## src/rtl/tc_pkg.sv

```systemverilog
// tc_pkg: constants, offsets, reset values and types of the 16-bit timer counter
package tc_pkg;

	// ----------------------------------------
	// widths
	// ----------------------------------------
	localparam int TC_DW = 8;
	localparam int TC_CW = 16;
	localparam int TC_AW = 4;
	localparam int TC_PRE_W = 10;

	// ----------------------------------------
	// byte locations on the 8-bit bus
	// ----------------------------------------
	localparam logic [3:0] TC_ADDR_CTRL_A = 4'h0;
	localparam logic [3:0] TC_ADDR_CTRL_B = 4'h1;
	localparam logic [3:0] TC_ADDR_CNT_L = 4'h4;
	localparam logic [3:0] TC_ADDR_CNT_H = 4'h5;
	localparam logic [3:0] TC_ADDR_CAP_L = 4'h6;
	localparam logic [3:0] TC_ADDR_CAP_H = 4'h7;
	localparam logic [3:0] TC_ADDR_CMPA_L = 4'h8;
	localparam logic [3:0] TC_ADDR_CMPA_H = 4'h9;
	localparam logic [3:0] TC_ADDR_CMPB_L = 4'hA;
	localparam logic [3:0] TC_ADDR_CMPB_H = 4'hB;
	localparam logic [3:0] TC_ADDR_FLAG = 4'hC;
	localparam logic [3:0] TC_ADDR_MASK = 4'hD;

	// ----------------------------------------
	// field positions
	// ----------------------------------------
	localparam int TC_CTRLA_WGM_LSB = 0;
	localparam int TC_CTRLB_CS_LSB = 0;
	localparam int TC_CTRLB_WGM_LSB = 3;
	localparam int TC_FLAG_OVF_BIT = 0;
	localparam int TC_MASK_OVF_BIT = 0;

	// ----------------------------------------
	// reset values
	// ----------------------------------------
	localparam logic [7:0] TC_BYTE_RST = 8'h00;
	localparam logic [15:0] TC_WORD_RST = 16'h0000;
	localparam logic [9:0] TC_PRE_RST = 10'h000;

	// ----------------------------------------
	// counter landmarks
	// ----------------------------------------
	localparam logic [15:0] TC_BOTTOM = 16'h0000;
	localparam logic [15:0] TC_MAX = 16'hFFFF;
	localparam logic [15:0] TC_TOP_8 = 16'h00FF;
	localparam logic [15:0] TC_TOP_9 = 16'h01FF;
	localparam logic [15:0] TC_TOP_10 = 16'h03FF;
	localparam logic [15:0] TC_ONE = 16'h0001;

	// ----------------------------------------
	// prescaler taps (divide by 8, 64, 256, 1024)
	// ----------------------------------------
	localparam logic [9:0] TC_PRE_M8 = 10'h007;
	localparam logic [9:0] TC_PRE_M64 = 10'h03F;
	localparam logic [9:0] TC_PRE_M256 = 10'h0FF;
	localparam logic [9:0] TC_PRE_M1024 = 10'h3FF;

	// ----------------------------------------
	// types
	// ----------------------------------------
	typedef enum logic [2:0]
	{
		TC_CS_STOP = 3'b000,
		TC_CS_DIV1 = 3'b001,
		TC_CS_DIV8 = 3'b010,
		TC_CS_DIV64 = 3'b011,
		TC_CS_DIV256 = 3'b100,
		TC_CS_DIV1024 = 3'b101,
		TC_CS_EXT_FALL = 3'b110,
		TC_CS_EXT_RISE = 3'b111
	} tc_cs_t;

	typedef enum logic
	{
		TC_UP = 1'b0,
		TC_DOWN = 1'b1
	} tc_dir_t;

endpackage : tc_pkg

```

## src/rtl/tc_tick_sel.sv

```systemverilog
// tc_tick_sel: timer tick source selection, prescaler and external edge detect
`timescale 1ns/1ps
module tc_tick_sel
	import tc_pkg::*;
(
	input wire logic ref_clk_i,
	input wire logic resetn_i,
	input wire logic [2:0] sel_i,
	input wire logic ext_clk_i,
	output logic tick_o
);

	logic [TC_PRE_W-1:0] pre_reg;
	logic ext_reg;
	logic tick_next;

	// ----------------------------------------
	// free running prescaler
	// ----------------------------------------
	always_ff @(posedge ref_clk_i or negedge resetn_i)
	begin
		if (!resetn_i)
			pre_reg <= TC_PRE_RST;
		else
			pre_reg <= pre_reg + 10'h001;
	end

	// ----------------------------------------
	// external pin history for edge detect
	// ----------------------------------------
	always_ff @(posedge ref_clk_i or negedge resetn_i)
	begin
		if (!resetn_i)
			ext_reg <= 1'b0;
		else
			ext_reg <= ext_clk_i;
	end

	always_comb
	begin
		case (tc_cs_t'(sel_i))
			TC_CS_STOP: tick_next = 1'b0;
			TC_CS_DIV1: tick_next = 1'b1;
			TC_CS_DIV8: tick_next = (pre_reg[2:0] == TC_PRE_M8[2:0]);
			TC_CS_DIV64: tick_next = (pre_reg[5:0] == TC_PRE_M64[5:0]);
			TC_CS_DIV256: tick_next = (pre_reg[7:0] == TC_PRE_M256[7:0]);
			TC_CS_DIV1024: tick_next = (pre_reg == TC_PRE_M1024);
			TC_CS_EXT_FALL: tick_next = ext_reg & ~ext_clk_i;
			TC_CS_EXT_RISE: tick_next = ~ext_reg & ext_clk_i;
			default: tick_next = 1'b0;
		endcase
	end

	always_ff @(posedge ref_clk_i or negedge resetn_i)
	begin
		if (!resetn_i)
			tick_o <= 1'b0;
		else
			tick_o <= tick_next;
	end

endmodule : tc_tick_sel

```

## src/rtl/tc_timer16.sv

```systemverilog
// tc_timer16: 16-bit timer counter with byte access through a shared high-byte latch
`timescale 1ns/1ps
module tc_timer16
	import tc_pkg::*;
(
	input wire logic ref_clk_i,
	input wire logic resetn_i,
	input wire logic [TC_AW-1:0] addr_i,
	input wire logic [TC_DW-1:0] wdata_i,
	input wire logic wr_i,
	input wire logic rd_i,
	output logic [TC_DW-1:0] rdata_o,
	input wire logic ext_clk_i,
	input wire logic capture_i,
	output logic [TC_CW-1:0] count_o,
	output logic at_top_o,
	output logic at_bottom_o,
	output logic dir_o,
	output logic ovf_irq_o
);

	// ----------------------------------------
	// storage
	// ----------------------------------------
	logic [TC_DW-1:0] latch_reg;
	logic [TC_CW-1:0] count_reg;
	logic [TC_CW-1:0] count_next;
	logic [TC_CW-1:0] cmpa_reg;
	logic [TC_CW-1:0] cmpb_reg;
	logic [TC_CW-1:0] cap_reg;
	logic [1:0] ctrl_a_reg;
	logic [4:0] ctrl_b_reg;
	logic ovf_reg;
	logic ovf_next;
	logic mask_reg;
	tc_dir_t dir_reg;
	tc_dir_t dir_next;

	logic tick;
	logic [3:0] wgm;
	logic [TC_CW-1:0] top;
	logic dual_slope;
	logic ovf_at_top;
	logic cap_is_top;
	logic ovf_set;
	logic ovf_clr;

	logic wr_cnt_lo;
	logic wr_cap_lo;
	logic wr_cmpa_lo;
	logic wr_cmpb_lo;
	logic wr_hi;
	logic rd_cnt_lo;
	logic rd_cap_lo;

	// ----------------------------------------
	// tick source
	// ----------------------------------------
	tc_tick_sel u_tick
	(
		.ref_clk_i(ref_clk_i),
		.resetn_i(resetn_i),
		.sel_i(ctrl_b_reg[TC_CTRLB_CS_LSB +: 3]),
		.ext_clk_i(ext_clk_i),
		.tick_o(tick)
	);

	// ----------------------------------------
	// access decode
	// ----------------------------------------
	// separate low and high byte strobes
	always_comb
	begin
		wr_cnt_lo = wr_i && (addr_i == TC_ADDR_CNT_L);
		wr_cap_lo = wr_i && (addr_i == TC_ADDR_CAP_L);
		wr_cmpa_lo = wr_i && (addr_i == TC_ADDR_CMPA_L);
		wr_cmpb_lo = wr_i && (addr_i == TC_ADDR_CMPB_L);
		// every high-byte write lands in the latch
		wr_hi = wr_i && ((addr_i == TC_ADDR_CNT_H) || (addr_i == TC_ADDR_CAP_H) ||
			(addr_i == TC_ADDR_CMPA_H) || (addr_i == TC_ADDR_CMPB_H));
		rd_cnt_lo = rd_i && (addr_i == TC_ADDR_CNT_L);
		rd_cap_lo = rd_i && (addr_i == TC_ADDR_CAP_L);
	end

	// ----------------------------------------
	// shared high-byte latch
	// ----------------------------------------
	// single latch for all high-byte writes and for count and capture low-byte reads
	always_ff @(posedge ref_clk_i or negedge resetn_i)
	begin
		if (!resetn_i)
			latch_reg <= TC_BYTE_RST;
		else if (wr_hi)
			latch_reg <= wdata_i;
		else if (rd_cnt_lo)
			latch_reg <= count_reg[15:8];
		else if (rd_cap_lo)
			latch_reg <= cap_reg[15:8];
	end

	// ----------------------------------------
	// control registers
	// ----------------------------------------
	always_ff @(posedge ref_clk_i or negedge resetn_i)
	begin
		if (!resetn_i)
			ctrl_a_reg <= 2'b00;
		else if (wr_i && (addr_i == TC_ADDR_CTRL_A))
			ctrl_a_reg <= wdata_i[TC_CTRLA_WGM_LSB +: 2];
	end

	always_ff @(posedge ref_clk_i or negedge resetn_i)
	begin
		if (!resetn_i)
			ctrl_b_reg <= 5'b00000;
		else if (wr_i && (addr_i == TC_ADDR_CTRL_B))
			ctrl_b_reg <= wdata_i[4:0];
	end

	always_ff @(posedge ref_clk_i or negedge resetn_i)
	begin
		if (!resetn_i)
			mask_reg <= 1'b0;
		else if (wr_i && (addr_i == TC_ADDR_MASK))
			mask_reg <= wdata_i[TC_MASK_OVF_BIT];
	end

	// ----------------------------------------
	// waveform mode decode
	// ----------------------------------------
	// mode bits from both control registers
	assign wgm = {ctrl_b_reg[TC_CTRLB_WGM_LSB +: 2], ctrl_a_reg};

	always_comb
	begin
		top = TC_MAX;
		dual_slope = 1'b0;
		ovf_at_top = 1'b0;
		cap_is_top = 1'b0;
		case (wgm)
			4'h0: top = TC_MAX;
			4'h1:
			begin
				top = TC_TOP_8;
				dual_slope = 1'b1;
			end
			4'h2:
			begin
				top = TC_TOP_9;
				dual_slope = 1'b1;
			end
			4'h3:
			begin
				top = TC_TOP_10;
				dual_slope = 1'b1;
			end
			4'h4: top = cmpa_reg;
			4'h5:
			begin
				top = TC_TOP_8;
				ovf_at_top = 1'b1;
			end
			4'h6:
			begin
				top = TC_TOP_9;
				ovf_at_top = 1'b1;
			end
			4'h7:
			begin
				top = TC_TOP_10;
				ovf_at_top = 1'b1;
			end
			4'h8, 4'hA:
			begin
				top = cap_reg;
				dual_slope = 1'b1;
				cap_is_top = 1'b1;
			end
			4'h9, 4'hB:
			begin
				top = cmpa_reg;
				dual_slope = 1'b1;
			end
			4'hC:
			begin
				top = cap_reg;
				cap_is_top = 1'b1;
			end
			4'hE:
			begin
				top = cap_reg;
				ovf_at_top = 1'b1;
				cap_is_top = 1'b1;
			end
			4'hF:
			begin
				top = cmpa_reg;
				ovf_at_top = 1'b1;
			end
			// reserved mode behaves as the plain free run
			default: top = TC_MAX;
		endcase
	end

	// ----------------------------------------
	// counter next value
	// ----------------------------------------
	always_comb
	begin
		count_next = count_reg;
		dir_next = dir_reg;
		ovf_set = 1'b0;
		if (wr_cnt_lo)
			// latch and low byte loaded together
			count_next = {latch_reg, wdata_i};
		// tick moves the counter per mode
		else if (tick)
		begin
			if (dual_slope)
			begin
				if (dir_reg == TC_UP)
				begin
					if (count_reg >= top)
					begin
						dir_next = TC_DOWN;
						count_next = count_reg - TC_ONE;
					end
					else
						count_next = count_reg + TC_ONE;
				end
				else
				begin
					// turn round at the all-zero value
					if (count_reg == TC_BOTTOM)
					begin
						dir_next = TC_UP;
						count_next = count_reg + TC_ONE;
						ovf_set = 1'b1;
					end
					else
						count_next = count_reg - TC_ONE;
				end
			end
			else
			begin
				dir_next = TC_UP;
				// clear at top, else step up
				if (count_reg == top)
					count_next = TC_BOTTOM;
				else
					count_next = count_reg + TC_ONE;
				// fast modes flag at top, others at max
				if (ovf_at_top)
					ovf_set = (count_reg == top);
				else
					ovf_set = (count_reg == TC_MAX);
			end
		end
	end

	always_ff @(posedge ref_clk_i or negedge resetn_i)
	begin
		if (!resetn_i)
			count_reg <= TC_WORD_RST;
		else
			count_reg <= count_next;
	end

	always_ff @(posedge ref_clk_i or negedge resetn_i)
	begin
		if (!resetn_i)
			dir_reg <= TC_UP;
		else
			dir_reg <= dir_next;
	end

	// ----------------------------------------
	// compare and capture registers
	// ----------------------------------------
	// compare loads take latch plus low byte
	always_ff @(posedge ref_clk_i or negedge resetn_i)
	begin
		if (!resetn_i)
			cmpa_reg <= TC_WORD_RST;
		else if (wr_cmpa_lo)
			cmpa_reg <= {latch_reg, wdata_i};
	end

	always_ff @(posedge ref_clk_i or negedge resetn_i)
	begin
		if (!resetn_i)
			cmpb_reg <= TC_WORD_RST;
		else if (wr_cmpb_lo)
			cmpb_reg <= {latch_reg, wdata_i};
	end

	// capture is writable only while it defines top; otherwise it samples the count
	always_ff @(posedge ref_clk_i or negedge resetn_i)
	begin
		if (!resetn_i)
			cap_reg <= TC_WORD_RST;
		else if (cap_is_top)
		begin
			if (wr_cap_lo)
				cap_reg <= {latch_reg, wdata_i};
		end
		else if (capture_i)
			cap_reg <= count_reg;
	end

	// ----------------------------------------
	// overflow flag and request
	// ----------------------------------------
	// writing one clears; a set in the same cycle is kept
	assign ovf_clr = wr_i && (addr_i == TC_ADDR_FLAG) && wdata_i[TC_FLAG_OVF_BIT];
	assign ovf_next = ovf_set | (ovf_reg & ~ovf_clr);

	always_ff @(posedge ref_clk_i or negedge resetn_i)
	begin
		if (!resetn_i)
			ovf_reg <= 1'b0;
		else
			ovf_reg <= ovf_next;
	end

	always_ff @(posedge ref_clk_i or negedge resetn_i)
	begin
		if (!resetn_i)
			ovf_irq_o <= 1'b0;
		else
			ovf_irq_o <= ovf_next & mask_reg;
	end

	// ----------------------------------------
	// status outputs
	// ----------------------------------------
	// top and bottom from the coming count
	always_ff @(posedge ref_clk_i or negedge resetn_i)
	begin
		if (!resetn_i)
		begin
			at_top_o <= 1'b0;
			at_bottom_o <= 1'b1;
		end
		else
		begin
			at_top_o <= (count_next == top);
			at_bottom_o <= (count_next == TC_BOTTOM);
		end
	end

	assign count_o = count_reg;
	assign dir_o = dir_reg;

	// ----------------------------------------
	// read data
	// ----------------------------------------
	always_ff @(posedge ref_clk_i or negedge resetn_i)
	begin
		if (!resetn_i)
			rdata_o <= TC_BYTE_RST;
		else if (rd_i)
		begin
			case (addr_i)
				TC_ADDR_CTRL_A: rdata_o <= {6'b000000, ctrl_a_reg};
				TC_ADDR_CTRL_B: rdata_o <= {3'b000, ctrl_b_reg};
				TC_ADDR_CNT_L: rdata_o <= count_reg[7:0];
				TC_ADDR_CNT_H: rdata_o <= latch_reg;
				TC_ADDR_CAP_L: rdata_o <= cap_reg[7:0];
				TC_ADDR_CAP_H: rdata_o <= latch_reg;
				TC_ADDR_CMPA_L: rdata_o <= cmpa_reg[7:0];
				TC_ADDR_CMPA_H: rdata_o <= cmpa_reg[15:8];
				TC_ADDR_CMPB_L: rdata_o <= cmpb_reg[7:0];
				TC_ADDR_CMPB_H: rdata_o <= cmpb_reg[15:8];
				TC_ADDR_FLAG: rdata_o <= {7'b0000000, ovf_reg};
				TC_ADDR_MASK: rdata_o <= {7'b0000000, mask_reg};
				default: rdata_o <= TC_BYTE_RST;
			endcase
		end
	end

endmodule : tc_timer16

```

## config.mk

```make
export PLATFORM = sky130hd
export DESIGN_NAME = tc_timer16
export DESIGN_NICKNAME = d
export VERILOG_FILES = /design/src/rtl/tc_pkg.sv /design/src/rtl/tc_tick_sel.sv /design/src/rtl/tc_timer16.sv
export SDC_FILE = /design/constraint.sdc
export NUM_CORES = 1
export LEC_CHECK = 0
export ABC_AREA = 1
export BUFFER_PORTS_ARGS = -buffer_cell sky130_fd_sc_hd__buf_2
export CORE_UTILIZATION = 60
export DETAILED_ROUTE_END_ITERATION = 6
export GPL_TIMING_DRIVEN = 1
export PLACE_DENSITY = 0.79
export SLEW_MARGIN = 5
export SYNTH_ARGS = -nofsm -noshare
export SYNTH_HDL_FRONTEND = slang
export SYNTH_SLANG_ARGS = --single-unit
```

## constraint.sdc

```tcl
create_clock -name ref_clk_i -period 3.9 [get_ports ref_clk_i]
set_clock_uncertainty 0.05 [all_clocks]
set_input_delay 0.39 -clock ref_clk_i [delete_from_list [all_inputs] [get_ports ref_clk_i]]
set_output_delay 0.39 -clock ref_clk_i [all_outputs]
set_load 0.02 [all_outputs]
```

==> flow_results.org <==
** Power and ir drop
- Static leakage :: 3.84 nW
- Of the total power, the clock network draws 0.164.
- Internal :: 2.79 mW
- Net switching power :: 2.70 mW
- IR analysis of the VDD net gives a maximum drop of 0.562 mV.
- Of the total power, the share spent switching nets is 0.492.
- The share of total power dissipated in sequential elements is 0.327.
- Total power density per cell area :: 717 nW/µm²
- Portion of total power attributed to combinational logic :: 0.509

** STA
- Minimum period implied by the final worst setup slack :: 3.62 ns
- Final Hold Vio Count :: 0
- Setup violations remaining at the end of the flow were counted as 0.
- Final worst-path cycle share :: 0.927
- In the final timing run, aggregate negative setup slack is 0 ns.
- In the post-route analysis, the smallest setup slack over all paths is 0.283 ns.
- Maximum clock frequency :: 276 MHz
- The final-report max-slew violation count is 0.
- The worst pin sits at a relative slew slack of 0.180.
- For the pin with the worst max-slew slack, the measured transition is 1.23 ns.

** Setup path
- STA classifies the critical path endpoint as a register.
- Type of the worst setup path :: register to register
- Launching element type of the critical path :: register
- The largest single stage delay on the critical path is 0.47 ns.
- Data arrives at the worst endpoint at 3.86 ns.
- The cell family contributing the most delay on the critical path is simple AND/OR/NAND/NOR gates.
- Cell with the biggest individual delay on the critical path :: sky130_fd_sc_hd__dfrtp_1
- Maximum fanout encountered on the critical timing path :: 9
- Buf+Inv Stages, Crit Path :: 2
- By instance count, the cell type seen most on the critical path is sky130_fd_sc_hd__nand2_1.
- Data required, critical path :: 4.14 ns

** Cells and area
- Post-layout instance area :: 7650 µm²
- Share of final-layout standard cells stronger than drive strength 1 :: 0.143
- Area added between synthesis and finish :: 10.3%
- Registers take 2630 µm².
- Number of inserted diodes :: 0
- Final-layout fill cell count :: 983
- The multi-input combinational cells in the finished layout cover a total of 3650 µm².
- Post-layout nets :: 1038

** CTS
- Root Driver :: sky130_fd_sc_hd__clkbuf_16
- The tree built by TritonCTS fans out to 105 sinks.
- After clock tree synthesis, the clock-pin slew on the worst setup and hold paths is 0.08 ns.
- Number of buffers between clock root and the deepest sink :: 2
- TritonCTS clock tree :: done
- The H-tree was split into 3 levels.
- Hold-fix buffers, CTS :: 0
- Inserted Clock Buffers :: 9
- The later pin in the worst-skew pair is clocked with a latency of 0.36 ns.

** Logic synthesis
- In the synthesized netlist, the number of instances is 955.
- Combined area of all synthesized cells :: 6930 µm²
- Syn Area/Cell :: 7.26 µm²
- Nets in the synthesized netlist :: 994
- The portion of synthesized area spent on multiplexers is 0.
- Of the synthesized area, sequential elements account for 0.379.
- In this run, distinct cell masters in the synthesized netlist total 48.
- Parity-gate share of the synthesized area counting xor and xnor cells :: 0.0328
- Complex-gate fraction of the synthesized area :: 0.173
- Yosys printed 0 warnings.
- Post-synthesis adder-cell area fraction :: 0.0379
- Largest family of logic cells by synthesized area :: simple AND/OR/NAND/NOR gates
- Counting flops and latches in the post-synthesis netlist gives 105.
- Of the total synthesized cell area, the portion taken by AND, OR, NAND and NOR gates is 0.276.

** Run
- Max-cap violations in this run came to 0.

** Route
- Violation count after the first detailed-route iteration :: 721
- DRC Markers :: 0
- In this run the remaining antenna-violating nets after routing total 0.
- Dividing the detail-routed via count by the number of cells gives 5.94.
- The first detailed-routing pass took 7 iterations.
- In the final routed layout, each cell accounts on average for 18.3 µm.
- Summing over every cut layer, the via total after detailed routing is 6793.
- Routed Wire Length :: 20900 µm

** Outcome
- The flow ran to the end, and the final reports show no timing, DRC or antenna violations.

** Hold path
- Path category of the worst min-delay check :: input pin to async pin

** Global route
- The first global-routing pass estimated 32400 µm of wire.
- GRT overflow :: 0
- The number of global-route vias before repair is 6145.
- Initial antenna violation count :: 0
- In the global route stage, overall resource usage came out at 0.370.
- Entering global routing, the biggest net connects 56 pins.

** Floorplanning
- Num rows :: 38
- The die is 109 µm tall.
- Number of primary I/O pins :: 46
- The floorplan step defined a core boundary enclosing 11000 µm².
- Die span in x :: 109 µm
- Total die area :: 12000 µm²
- Effective utilization at floorplan :: 0.629

** Placed design
- IO buf count :: 45
- Before CTS, the worst setup slack after placement is 0.183 ns.
- Detail Placement HPWL :: 15800 µm
- The congestion estimate from routability-driven global placement came to 1.03.
- The placed instances occupy a cell area of 7280 µm².
cell usage after synthesis, drive strengths merged:
| library cell | instances | area share |
|---|---|---|
| nor3 | 18 | 0.018 |
| a32o | 1 | 0.0014 |
| o41ai | 1 | 0.0013 |
| dfrtp | 104 | 0.38 |
| xor2 | 25 | 0.032 |
| ha | 21 | 0.038 |
| a31oi | 3 | 0.0027 |
| o31ai | 3 | 0.0032 |
| a221oi | 7 | 0.0088 |
| buf | 16 | 0.016 |
| a22o | 2 | 0.0025 |
| nand4 | 3 | 0.0027 |
| o221ai | 12 | 0.015 |
| o21ai | 97 | 0.071 |
| o211ai | 22 | 0.024 |
| inv | 139 | 0.076 |
| xnor2 | 1 | 0.0013 |
| o2111ai | 1 | 0.0013 |
| clkinv | 2 | 0.0013 |
| o22ai | 18 | 0.016 |
| nor4 | 3 | 0.0058 |
| a21o | 3 | 0.0032 |
| nand3b | 3 | 0.0032 |
| a21oi | 25 | 0.018 |
| nand3 | 63 | 0.051 |
| nor2 | 82 | 0.051 |
| dfstp | 1 | 0.0038 |
| clkbuf | 15 | 0.0081 |
| a21boi | 2 | 0.0027 |
| a211oi | 1 | 0.0011 |
| nand2 | 261 | 0.15 |
cells by family (layout without fill, tap and decap cells):
logic type               after synthesis  in the layout
AND/OR/NAND/NOR                      433            433
XOR/XNOR                              26             26
adder cells (fa/ha/maj)               21             21
flip-flops                           105            105
buffers and inverters                172            221
AO/OA/AOI/OAI                        198            198
final timing paths:
| path | to | slack (ns) | cells past startpoint | from |
|---|---|---|---|---|
| setup reg to reg | at_top_o | 0.28 | 26 | ctrl_a_reg[0] |
| setup / recovery | at_top_o | 0.28 | 26 | ctrl_a_reg[0] |
| max in group asynchronous | at_bottom_o | 2.85 | 2 | resetn_i |
| min in group ref_clk_i | u_tick.ext_reg | 0.10 | 1 | ext_clk_i |
| hold / removal | rdata_o[6] | 0.03 | 1 | resetn_i |
| hold reg to reg | u_tick.pre_reg[0] | 0.40 | 1 | u_tick.pre_reg[0] |
layout by cell type (no fill, tap or decap), drive strengths merged:
cell type and count:
xnor2 1, o31ai 3, o21ai 97, o2111ai 1
clkinv 5, a21o 3, o221ai 12, clkbuf 10
dfstp 1, o22ai 18, o211ai 22, a211oi 1
nor3 18, buf 64, nand2 261, nor4 3
a21oi 25, nand4 3, nand3 63, inv 142
o41ai 1, a31oi 3, a221oi 7, nor2 82
xor2 25, nand3b 3, a21boi 2, ha 21
dfrtp 104, a22o 2, a32o 1
power groups by stage:
| stage | Sequential [mW] | Combinational (mW) | Clock [mW] |
|---|---|---|---|
| 2_1_floorplan | 1.75 | 1.92 | 0 |
| 3_3_place_gp | 1.79 | 2.62 | 0 |
| 3_5_place_dp | 1.79 | 2.65 | 0 |
| 4_1_cts | 1.77 | 2.67 | 0.898 |
| 5_1_grt | 1.82 | 3.12 | 0.937 |
| 6_report | 1.79 | 2.79 | 0.898 |
metal layers:
metal	up-vias	part of all wire	routed length [µm]	GRT usage
li1	3227	-	-	-
met1	3143	0.42	8850	0.507
met3	63	0.096	2010	0.0848
met4	0	0.037	774	0.147
met5	-	0	0	0
met2	360	0.44	9270	0.568
layout make-up:
cell class              instances  area share
repair buffers                 64      0.0484
clock buffers                  10      0.0299
flip-flops and latches        105       0.344
inverters                     141      0.0700
well taps                     140      0.0229
clock inverters                 6     0.00818
multi-input cells             678       0.477
per-stage QoR:
step                cells  power, mW  hold WS [ns]   util
CTS                  1139       5.34        0.0536  0.686
detailed placement   1123       4.44         0.395  0.660
floorplan             955       3.67        0.0444      -
global placement     1123       4.41         0.392  0.660
finish               1144       5.48        0.0316  0.693
global route         1144       5.87         0.104  0.693
repair_timing:
item                       4_1_cts  5_1_grt
resized for setup                0       13
buffers inserted                 0        5
setup endpoints to repair        0        2
Note: power is estimated with default switching activity, not from simulation.
